--- config.mk ---
export PLATFORM = sky130hd
export DESIGN_NAME = flash_status_tracker
export DESIGN_NICKNAME = d
export VERILOG_FILES = /design/src/logic/flash_status_pkg.sv /design/src/logic/flash_status_tracker.sv
export SDC_FILE = /design/constraint.sdc
export NUM_CORES = 1
export LEC_CHECK = 0
export BUFFER_PORTS_ARGS = -buffer_cell sky130_fd_sc_hd__buf_4
export CORE_ASPECT_RATIO = 2
export CORE_MARGIN = 4
export CORE_UTILIZATION = 52
export CTS_BUF_LIST = sky130_fd_sc_hd__clkbuf_8
export CTS_CLUSTER_DIAMETER = 100
export DETAILED_ROUTE_END_ITERATION = 8
export GPL_TIMING_DRIVEN = 0
export PLACE_DENSITY = 0.88
export SLEW_MARGIN = 20
export SYNTH_ARGS = -nofsm -noshare
export SYNTH_HDL_FRONTEND = slang
export SYNTH_SLANG_ARGS = --single-unit
export TNS_END_PERCENT = 50
--- constraint.sdc ---
create_clock -name clk_sys_in -period 4.4 [get_ports clk_sys_in]
set_clock_uncertainty 0.1 [all_clocks]
set_input_delay 0.66 -clock clk_sys_in [delete_from_list [all_inputs] [get_ports clk_sys_in]]
set_output_delay 0.66 -clock clk_sys_in [all_outputs]
set_load 0.01 [all_outputs]
--- src/logic/flash_status_pkg.sv ---
package flash_status_pkg;

    // Command codes, low byte of the written word
    localparam logic [7:0] CMD_READ_ARRAY   = 8'hFF;
    localparam logic [7:0] CMD_READ_STATUS  = 8'h70;
    localparam logic [7:0] CMD_CLEAR_STATUS = 8'h50;
    localparam logic [7:0] CMD_PROGRAM      = 8'h40;
    localparam logic [7:0] CMD_BLOCK_ERASE  = 8'h20;
    localparam logic [7:0] CMD_ERASE_CONF   = 8'hD0;

    // Status byte bit positions
    localparam int unsigned BIT_SEQ_READY   = 7;
    localparam int unsigned BIT_ERASE_ERR   = 5;
    localparam int unsigned BIT_PROGRAM_ERR = 4;

    // Control register mirror bit positions
    localparam int unsigned CTL_SEQ_READY   = 0;
    localparam int unsigned CTL_PROGRAM_ERR = 6;
    localparam int unsigned CTL_ERASE_ERR   = 7;

    // Reset values
    localparam logic RST_SEQ_READY = 1'b1;
    localparam logic RST_ERR       = 1'b0;
    localparam logic [7:0] ZERO_BYTE = 8'h00;

    // Read mode of the user ROM area
    typedef enum logic [0:0] {
        RD_ARRAY  = 1'b0,
        RD_STATUS = 1'b1
    } read_mode_e;

    // Command sequencer state
    typedef enum logic [1:0] {
        SEQ_IDLE    = 2'b00,
        SEQ_PROG_WD = 2'b01,
        SEQ_ERASE_C = 2'b10
    } seq_state_e;

endpackage

--- src/logic/flash_status_tracker.sv ---
// Operation
// - Read-status command makes even reads return status in mode zero
// - Program or erase start selects status reads
// - Sequence flag D7: busy 0, ready 1
// - Erase suspend keeps sequence flag busy
// - Erase error flag at D5, resets 0
// - Program error flag at D4, resets 0
// - Status byte driven on data D7..D0
// - Clear-status clears both error flags
// - Error flag set blocks program and erase
// - Invalid command sets both error flags
// - Bad erase confirm byte is sequence error
// - Protected block program/erase sets both flags
// - Failed erase sets erase flag only
// - Failed program sets program flag only
// - Read-array in erase second cycle cancels command; program takes it as data
// - Read-status code 70, status on next read
// - Clear-status code 50, single cycle
// - Program code 40 then data, same address
// - Erase code 20 then D0 confirm
`timescale 1ns/1ps
`default_nettype none

module flash_status_tracker #(
    parameter int unsigned ADDR_W = 20
) (
    // Clock and reset
    input  wire logic              clk_sys_in,
    input  wire logic              rst_n_in,
    // CPU write strobe, same clock domain
    input  wire logic              cmd_wr_in,
    input  wire logic [ADDR_W-1:0] cmd_addr_in,
    input  wire logic [15:0]       cmd_data_in,
    // CPU read strobe of an even user-ROM address
    input  wire logic              rom_rd_in,
    input  wire logic [15:0]       array_data_in,
    // Block protection of the addressed block
    input  wire logic              block_protect_in,
    // Flash core sequencing
    input  wire logic              core_done_in,
    input  wire logic              core_fail_in,
    input  wire logic              erase_suspend_in,
    input  wire logic              erase_write_mode_zero_in,
    // Core launch requests
    output logic                   prog_start_out,
    output logic                   erase_start_out,
    output logic [ADDR_W-1:0]      op_addr_out,
    output logic [15:0]            op_data_out,
    // Read answer
    output logic [15:0]            rd_data_out,
    output logic                   rd_valid_out,
    // Status views
    output logic [7:0]             flash_status_byte_out,
    output logic [7:0]             flash_control_reg0_out
);

    logic                     rst_meta_q;
    logic                     rst_sync_q;
    logic                     seq_ready_flag_q;
    logic                     erase_error_flag_q;
    logic                     program_error_flag_q;
    logic                     op_is_erase_q;
    flash_status_pkg::read_mode_e rd_mode_q;
    flash_status_pkg::seq_state_e state_q;
    logic [7:0]               status_byte_d;
    logic [7:0]               cmd_lo;
    logic                     err_any;
    logic                     busy;
    logic                     wr_idle;
    logic                     start_prog;
    logic                     start_erase;
    logic                     seq_error;
    logic                     op_fail;

    // Reset release through two flops; async assert only
    always_ff @(posedge clk_sys_in or negedge rst_n_in)
    begin
        if (!rst_n_in)
        begin
            rst_meta_q <= 1'b0;
            rst_sync_q <= 1'b0;
        end
        else
        begin
            rst_meta_q <= 1'b1;
            rst_sync_q <= rst_meta_q;
        end
    end

    // Command decode; high byte is ignored
    assign cmd_lo   = cmd_data_in[7:0];
    assign err_any  = erase_error_flag_q | program_error_flag_q;
    assign busy     = ~seq_ready_flag_q;
    // Writes while the core runs are ignored, the array is unreachable then
    assign wr_idle  = cmd_wr_in & ~busy;

    // Second cycle launches; refused while an error flag is up
    assign start_prog  = wr_idle && (state_q == flash_status_pkg::SEQ_PROG_WD)
                         && !err_any && !block_protect_in;
    assign start_erase = wr_idle && (state_q == flash_status_pkg::SEQ_ERASE_C)
                         && (cmd_lo == flash_status_pkg::CMD_ERASE_CONF)
                         && !err_any && !block_protect_in;

    // Sequence errors: unknown code, bad confirm, protected target
    always_comb
    begin
        seq_error = 1'b0;
        if (wr_idle)
        begin
            unique case (state_q)
                flash_status_pkg::SEQ_IDLE:
                begin
                    seq_error = !(cmd_lo == flash_status_pkg::CMD_READ_ARRAY
                               || cmd_lo == flash_status_pkg::CMD_READ_STATUS
                               || cmd_lo == flash_status_pkg::CMD_CLEAR_STATUS
                               || cmd_lo == flash_status_pkg::CMD_PROGRAM
                               || cmd_lo == flash_status_pkg::CMD_BLOCK_ERASE);
                end
                flash_status_pkg::SEQ_PROG_WD:
                begin
                    seq_error = !err_any && block_protect_in;
                end
                flash_status_pkg::SEQ_ERASE_C:
                begin
                    if (cmd_lo == flash_status_pkg::CMD_READ_ARRAY)
                        seq_error = 1'b0;
                    else if (cmd_lo != flash_status_pkg::CMD_ERASE_CONF)
                        seq_error = 1'b1;
                    else
                        seq_error = !err_any && block_protect_in;
                end
                default:
                begin
                    seq_error = 1'b0;
                end
            endcase
        end
    end

    // Core failure once it reports done
    assign op_fail = busy && core_done_in && core_fail_in && !erase_suspend_in;

    // Command sequencer: first cycle arms, second cycle consumes
    always_ff @(posedge clk_sys_in or negedge rst_sync_q)
    begin
        if (!rst_sync_q)
            state_q <= flash_status_pkg::SEQ_IDLE;
        else if (wr_idle)
        begin
            unique case (state_q)
                flash_status_pkg::SEQ_IDLE:
                begin
                    if (cmd_lo == flash_status_pkg::CMD_PROGRAM)
                        state_q <= flash_status_pkg::SEQ_PROG_WD;
                    else if (cmd_lo == flash_status_pkg::CMD_BLOCK_ERASE)
                        state_q <= flash_status_pkg::SEQ_ERASE_C;
                end
                default:
                begin
                    state_q <= flash_status_pkg::SEQ_IDLE;
                end
            endcase
        end
    end

    // Read mode: status after 70 or an operation start, array after FF
    always_ff @(posedge clk_sys_in or negedge rst_sync_q)
    begin
        if (!rst_sync_q)
            rd_mode_q <= flash_status_pkg::RD_ARRAY;
        else if (start_prog || start_erase)
            rd_mode_q <= flash_status_pkg::RD_STATUS;
        else if (wr_idle && state_q == flash_status_pkg::SEQ_IDLE
                 && cmd_lo == flash_status_pkg::CMD_READ_STATUS)
            rd_mode_q <= flash_status_pkg::RD_STATUS;
        else if (wr_idle && cmd_lo == flash_status_pkg::CMD_READ_ARRAY
                 && state_q != flash_status_pkg::SEQ_PROG_WD)
            rd_mode_q <= flash_status_pkg::RD_ARRAY;
    end

    // Sequence flag; suspend keeps it busy
    always_ff @(posedge clk_sys_in or negedge rst_sync_q)
    begin
        if (!rst_sync_q)
            seq_ready_flag_q <= flash_status_pkg::RST_SEQ_READY;
        else if (start_prog || start_erase)
            seq_ready_flag_q <= 1'b0;
        else if (busy && core_done_in && !erase_suspend_in)
            seq_ready_flag_q <= 1'b1;
    end

    // Which operation the core runs, to classify a failure
    always_ff @(posedge clk_sys_in or negedge rst_sync_q)
    begin
        if (!rst_sync_q)
            op_is_erase_q <= 1'b0;
        else if (start_prog || start_erase)
            op_is_erase_q <= start_erase;
    end

    // Erase error flag; a new error wins over a same-cycle clear
    always_ff @(posedge clk_sys_in or negedge rst_sync_q)
    begin
        if (!rst_sync_q)
            erase_error_flag_q <= flash_status_pkg::RST_ERR;
        else if (seq_error)
            erase_error_flag_q <= 1'b1;
        else if (op_fail && op_is_erase_q)
            erase_error_flag_q <= 1'b1;
        else if (wr_idle && state_q == flash_status_pkg::SEQ_IDLE
                 && cmd_lo == flash_status_pkg::CMD_CLEAR_STATUS)
            erase_error_flag_q <= 1'b0;
    end

    // Program error flag; same priority scheme
    always_ff @(posedge clk_sys_in or negedge rst_sync_q)
    begin
        if (!rst_sync_q)
            program_error_flag_q <= flash_status_pkg::RST_ERR;
        else if (seq_error)
            program_error_flag_q <= 1'b1;
        else if (op_fail && !op_is_erase_q)
            program_error_flag_q <= 1'b1;
        else if (wr_idle && state_q == flash_status_pkg::SEQ_IDLE
                 && cmd_lo == flash_status_pkg::CMD_CLEAR_STATUS)
            program_error_flag_q <= 1'b0;
    end

    // Status byte assembly; reserved positions stay zero
    always_comb
    begin
        status_byte_d = flash_status_pkg::ZERO_BYTE;
        status_byte_d[flash_status_pkg::BIT_SEQ_READY]   = seq_ready_flag_q;
        status_byte_d[flash_status_pkg::BIT_ERASE_ERR]   = erase_error_flag_q;
        status_byte_d[flash_status_pkg::BIT_PROGRAM_ERR] = program_error_flag_q;
    end

    // Registered views of status and control mirror
    always_ff @(posedge clk_sys_in or negedge rst_sync_q)
    begin
        if (!rst_sync_q)
        begin
            flash_status_byte_out  <= flash_status_pkg::ZERO_BYTE;
            flash_control_reg0_out <= flash_status_pkg::ZERO_BYTE;
        end
        else
        begin
            flash_status_byte_out <= status_byte_d;
            flash_control_reg0_out <= flash_status_pkg::ZERO_BYTE;
            flash_control_reg0_out[flash_status_pkg::CTL_SEQ_READY]   <= seq_ready_flag_q;
            flash_control_reg0_out[flash_status_pkg::CTL_PROGRAM_ERR] <= program_error_flag_q;
            flash_control_reg0_out[flash_status_pkg::CTL_ERASE_ERR]   <= erase_error_flag_q;
        end
    end

    // Read answer one cycle after the strobe; status needs mode zero
    always_ff @(posedge clk_sys_in or negedge rst_sync_q)
    begin
        if (!rst_sync_q)
        begin
            rd_data_out  <= 16'h0000;
            rd_valid_out <= 1'b0;
        end
        else
        begin
            rd_valid_out <= rom_rd_in;
            if (rom_rd_in && erase_write_mode_zero_in
                && rd_mode_q == flash_status_pkg::RD_STATUS)
                rd_data_out <= {flash_status_pkg::ZERO_BYTE, status_byte_d};
            else if (rom_rd_in)
                rd_data_out <= array_data_in;
        end
    end

    // Launch pulses and captured operands for the core
    always_ff @(posedge clk_sys_in or negedge rst_sync_q)
    begin
        if (!rst_sync_q)
        begin
            prog_start_out  <= 1'b0;
            erase_start_out <= 1'b0;
            op_addr_out     <= '0;
            op_data_out     <= 16'h0000;
        end
        else
        begin
            prog_start_out  <= start_prog;
            erase_start_out <= start_erase;
            if (start_prog || start_erase)
            begin
                op_addr_out <= cmd_addr_in;
                op_data_out <= cmd_data_in;
            end
        end
    end

endmodule

`default_nettype wire

Yosys cells after proc, flatten, opt, wreduce, memory -nomap -nowiden
Cells that the tools add are included.
- flip-flop bits (word level): 70
- input port bits: 61
- output and inout port bits: 71
- logic and storage cells: 87
- equality and inequality tests: 11
- multiplexer cells: 19
- bitwise operators: 3
- reduce and logical (&&, ||, !) cells: 38
- operator list (cell ; count):
    $mux W16 ; 2
    $eq A8 B7 Y1 const B ; 3
    $logic_and A1 B1 Y1 ; 21
    $eq A8 B8 Y1 const B ; 2
    $mux W1 ; 13
    $reduce_bool A3 Y1 ; 3
    $eq A8 B6 Y1 const B ; 1
    $ne A8 B8 Y1 const B ; 1
    $mux W2 ; 3
    $logic_not A1 Y1 ; 5
    $logic_or A1 B1 Y1 ; 5
    $reduce_bool A2 Y1 ; 2
    $ne A3 B3 Y1 const B ; 1
    $pmux W1 S3 ; 1
    $eq A2 B1 Y1 const B ; 1
    $eq A2 B2 Y1 const B ; 1
    $logic_not A2 Y1 ; 1
    $ne A2 B1 Y1 const B ; 1
    $reduce_and A2 Y1 ; 1
    $and A1 B1 Y1 ; 1
    $not A1 Y1 ; 1
    $or A1 B1 Y1 ; 1

Depth between registers and ports, before layout
- word-level depth: 9
- mapped depth: 6
- gate-level depth less buffers: 4

Worst setup path before layout
OpenSTA, ideal clock, no wires.
- kind: input to register
- from: input cmd_data_in[0]
- to: register op_data_out[10]
- library setup time: 0.125 ns
- data arrival time: 2.104 ns
- data required time: 4.175 ns
- setup slack: 2.071 ns
- stages on the path: 6
- cells stage by stage: or4_4 nor3b_2 a31oi_1 buf_4 buf_6 mux2_4
- longest elaborated chain between the ends: 5
- RTL lines (item ; line ; text):
    start: declaration ; flash_status_tracker.sv:33 ; input wire logic [15:0] cmd_data_in,
    $eq A8 B8 Y1 ; flash_status_tracker.sv:101 ; && (cmd_lo == flash_status_pkg::CMD_ERASE_CONF)
    $logic_and A1 B1 Y1 ; flash_status_tracker.sv:101 ;
    $logic_and A1 B1 Y1 (2 in a row) ; flash_status_tracker.sv:102 ; && !err_any && !block_protect_in;
    $logic_or A1 B1 Y1 ; flash_status_tracker.sv:289 ; if (start_prog || start_erase)
    end signal: assignment ; flash_status_tracker.sv:292 ; op_data_out <= cmd_data_in;
    end: declaration ; flash_status_tracker.sv:48 ; output logic [15:0] op_data_out,
Every way passes these cells.
A chain may end at the register's enable or synchronous reset.

Final worst setup path
- from: input cmd_data_in[0]
- to: register op_data_out[4]
The elaborated chain is that of the path after synthesis.

==> flow_summary.yaml <==
status:
  outcome: "complete, no violations"
setup_path:
  crit_fanout: 10
  worstSetupEndpointType: "register"
  r2r_setup_slack_ps: 2150
  r2r-start: "seq_ready_flag_q$_DFFE_PN1P_"
  crit_required_ps: 4520
  crit_path_start_kind: "input port"
  cp_data_arrival_time_ps: 2420
  reg2regPathDepth: 6
  crit_type: "input port to register"
  r2r-end: "op_data_out[4]$_DFFE_PN0N_"
sta:
  rsz0062_at_grt: "false"
  final-setup-viol-count: 0
  fin_crit_ps: 2306
  tns_ps: 0
  fmax_ghz: 0.4337
  fin_crit_sh_pct: 52.41
  hold_violations: 0
  drv_slew: 0
synthesis:
  synth_async_sr_flop_share_pct: 100.0
  yosys.area.top_type_share_pct: 57.67
  synthCells: 224
  synth_top_area_cell: "dfrtp_1"
  syn_avg_cell_area_um2: 12.79
  yosys_warnings: 0
  syn-cell-area_um2: 2864
  synth_edf_count: 0
  ys_ff_latch: 67
  ys_types: 44
  synth_flop_cell: "dfrtp_1"
  synth_seq_area_share_pct: 58.58
  synth_area_leaders: "dfrtp_1 (58%), mux2_4 (9.4%), mux2_1 (7.1%)"
layout:
  layout_common_cells: "buf_4 (134), dfrtp_1 (65), nand2_1 (18), mux2_4 (18), mux2_1 (18)"
  syn_to_final_growth_pct: 43.08
  antenna_cells: 0
  nets: 427
  fillerInstances: 396
  utilization_pct: 76.27
  final_common_cell: "buf_4"
  drive_above_1_share_pct: 46.90
clock_tree:
  cts_root_buf: "clkbuf_8"
  cts_buffer_depth: 2
  clk_latency_ps: 340
  cts_tree: "built"
  cts.sinks: 67
  cts_buffers: 9
  clk_pin_slew_ps: 70
  post-cts-setup-buffers: 0
  cts_max_level: 3
placed_design:
  port_buffers: 120
  gp_congestion: 0.8329
  hpwlAfterDp_mm: 5.192
route:
  initialDrtViolationCount: 78
  wl_per_cell_um: 15.57
  post_drt_via_cell_ratio: 5.077
  routed_wl_mm: 6.712
  vias: 2188
  dr.pass1.iters: 4
  postRouteAntennaNets: 0
  drc: 0
floorplan:
  die-area_um2: 6831
  io_pins: 132
  die_y_um: 113.0
  core_region_area_um2: 5373
  die_width_um: 60.48
  start_util_pct: 53.31
  rows: 38
global_routing:
  antenna_found_initial: 0
  grt_pass1_vias: 2277
  grt_max_degree: 55
  grt.total_usage_pct: 20.88
  overflow: 0
  grt_pass1_wl_mm: 10.64
hold_path:
  hold_path_class: "register to asynchronous set/reset pin"
power_and_ir_drop:
  power_density_nw_per_um2: 301.3
  p_comb_share_pct: 10.5
  p_int_uw: 948.2
  swShare_pct: 23.21
  pwr-share-clk_pct: 37.4
  p_leak_uw: 0.002249
  p_switching_uw: 286.6
  irDropWorstVdd_v: 0.0003227
  sequentialPowerShare_pct: 52.0
flow_run:
  drv_cap: 0
==> per-stage QoR <==
step / std cells / hold slack (ps) / worst slack [ps] / instance area [µm²] / power [µW]
global route: 431 / 91.06 / 1981 / 4098 / 1286
detailed placement: 414 / 78.74 / 1734 / 3905 / 783.7
finish: 431 / 80.46 / 2094 / 4098 / 1235
floorplan: 233 / 231.2 / 2071 / 2898 / 702.7
global placement: 413 / 237.7 / 1633 / 3874 / 775.7
CTS: 431 / 85.96 / 2095 / 4098 / 1247
==> how the worst max path moves through the flow <==
stage | start | to | slack (ps)
after global routing | seq_ready_flag_q$_DFFE_PN1P_ | op_data_out[14]$_DFFE_PN0N_ | 1980
after floorplan | cmd_data_in[0] | op_data_out[10]$_DFFE_PN0N_ | 2070
after detailed placement | cmd_data_in[0] | op_data_out[4]$_DFFE_PN0N_ | 1730
after CTS | cmd_data_in[0] | op_data_out[4]$_DFFE_PN0N_ | 2100
final | cmd_data_in[0] | op_data_out[4]$_DFFE_PN0N_ | 2090
after global placement | rst_sync_q$_DFF_PN0_ | op_addr_out[1]$_DFFE_PN0N_ | 1630
==> area by class of cell <==
cell class | count | area [µm²] | share of cell area [%]
multi-input combinational | 130 | 1016 | 24.79
tap | 60 | 75.07 | 1.832
clock buffer | 12 | 165.2 | 4.031
inverter | 15 | 56.30 | 1.374
timing repair buffer | 122 | 938.4 | 22.90
clock inverter | 4 | 17.52 | 0.4275
sequential | 67 | 1682 | 41.04
buffer | 21 | 147.6 | 3.603
==> synth_stat cells (2+ instances only) <==
| cell | n |
|---|---|
| nand4b_1 | 2 |
| mux2_4 | 18 |
| dfrtp_1 | 66 |
| a21oi_1 | 3 |
| mux2i_1 | 3 |
| nand4bb_1 | 2 |
| conb_1 | 2 |
| clkbuf_1 | 4 |
| buf_6 | 2 |
| nand3_1 | 5 |
| nand2_1 | 18 |
| nor2b_1 | 4 |
| buf_4 | 14 |
| o31ai_1 | 2 |
| o21ai_0 | 3 |
| nor2_1 | 6 |
| o21ai_1 | 10 |
| a31oi_1 | 2 |
| mux2_1 | 18 |
| inv_1 | 15 |
| nand3b_1 | 2 |
==> kinds of logic after synthesis <==
group / after synthesis / synth area share, %
flops: 67 / 58.58
simple gates: 51 / 10.18
other cells: 2 / 0.2622
compound gates: 28 / 5.985
xor+xnor: 1 / 0.3059
buf+inv: 36 / 7.120
mux: 39 / 17.56
==> worst max-delay path: stages <==
cell	delay, ps
buf_4	120
or4_4	560
nor3b_2	220
a31oi_1	170
buf_4	230
buf_6	170
mux2_4	300
==> per-layer routing <==
| metal | vias to the layer above | wire length [µm] | track usage [%] |
|---|---|---|---|
| met5 | - | 0 | 0 |
| met4 | 0 | 326 | 14.18 |
| met3 | 28 | 455 | 3.196 |
| met2 | 88 | 3739 | 35.55 |
| met1 | 1039 | 2191 | 22.62 |
| li1 | 1033 | - | - |
==> flip-flops by register name (all words and copies together) (netlist names), 2 cells and up <==
signal,flops
rd_data_out,16
op_addr_out,20
op_data_out,16
state_q,2
flash_control_reg0_out,2
==> what timing repair did <==
item                                   4_1_cts  5_1_grt
hold buffers                                 1        0
endpoints found under the hold margin        2        0
gates resized for setup                      0        0
==> power by group through the flow <==
| stage | Clock [µW] | Sequential [µW] | Combinational, µW |
|---|---|---|---|
| final | 462 | 643 | 130 |
| after global routing | 497 | 644 | 145 |
| after CTS | 473 | 643 | 131 |
| after detailed placement | 0 | 654 | 129 |
| after global placement | 0 | 662 | 114 |
| after floorplan | 0 | 666 | 37.2 |
(Power assumes the default switching activity.)
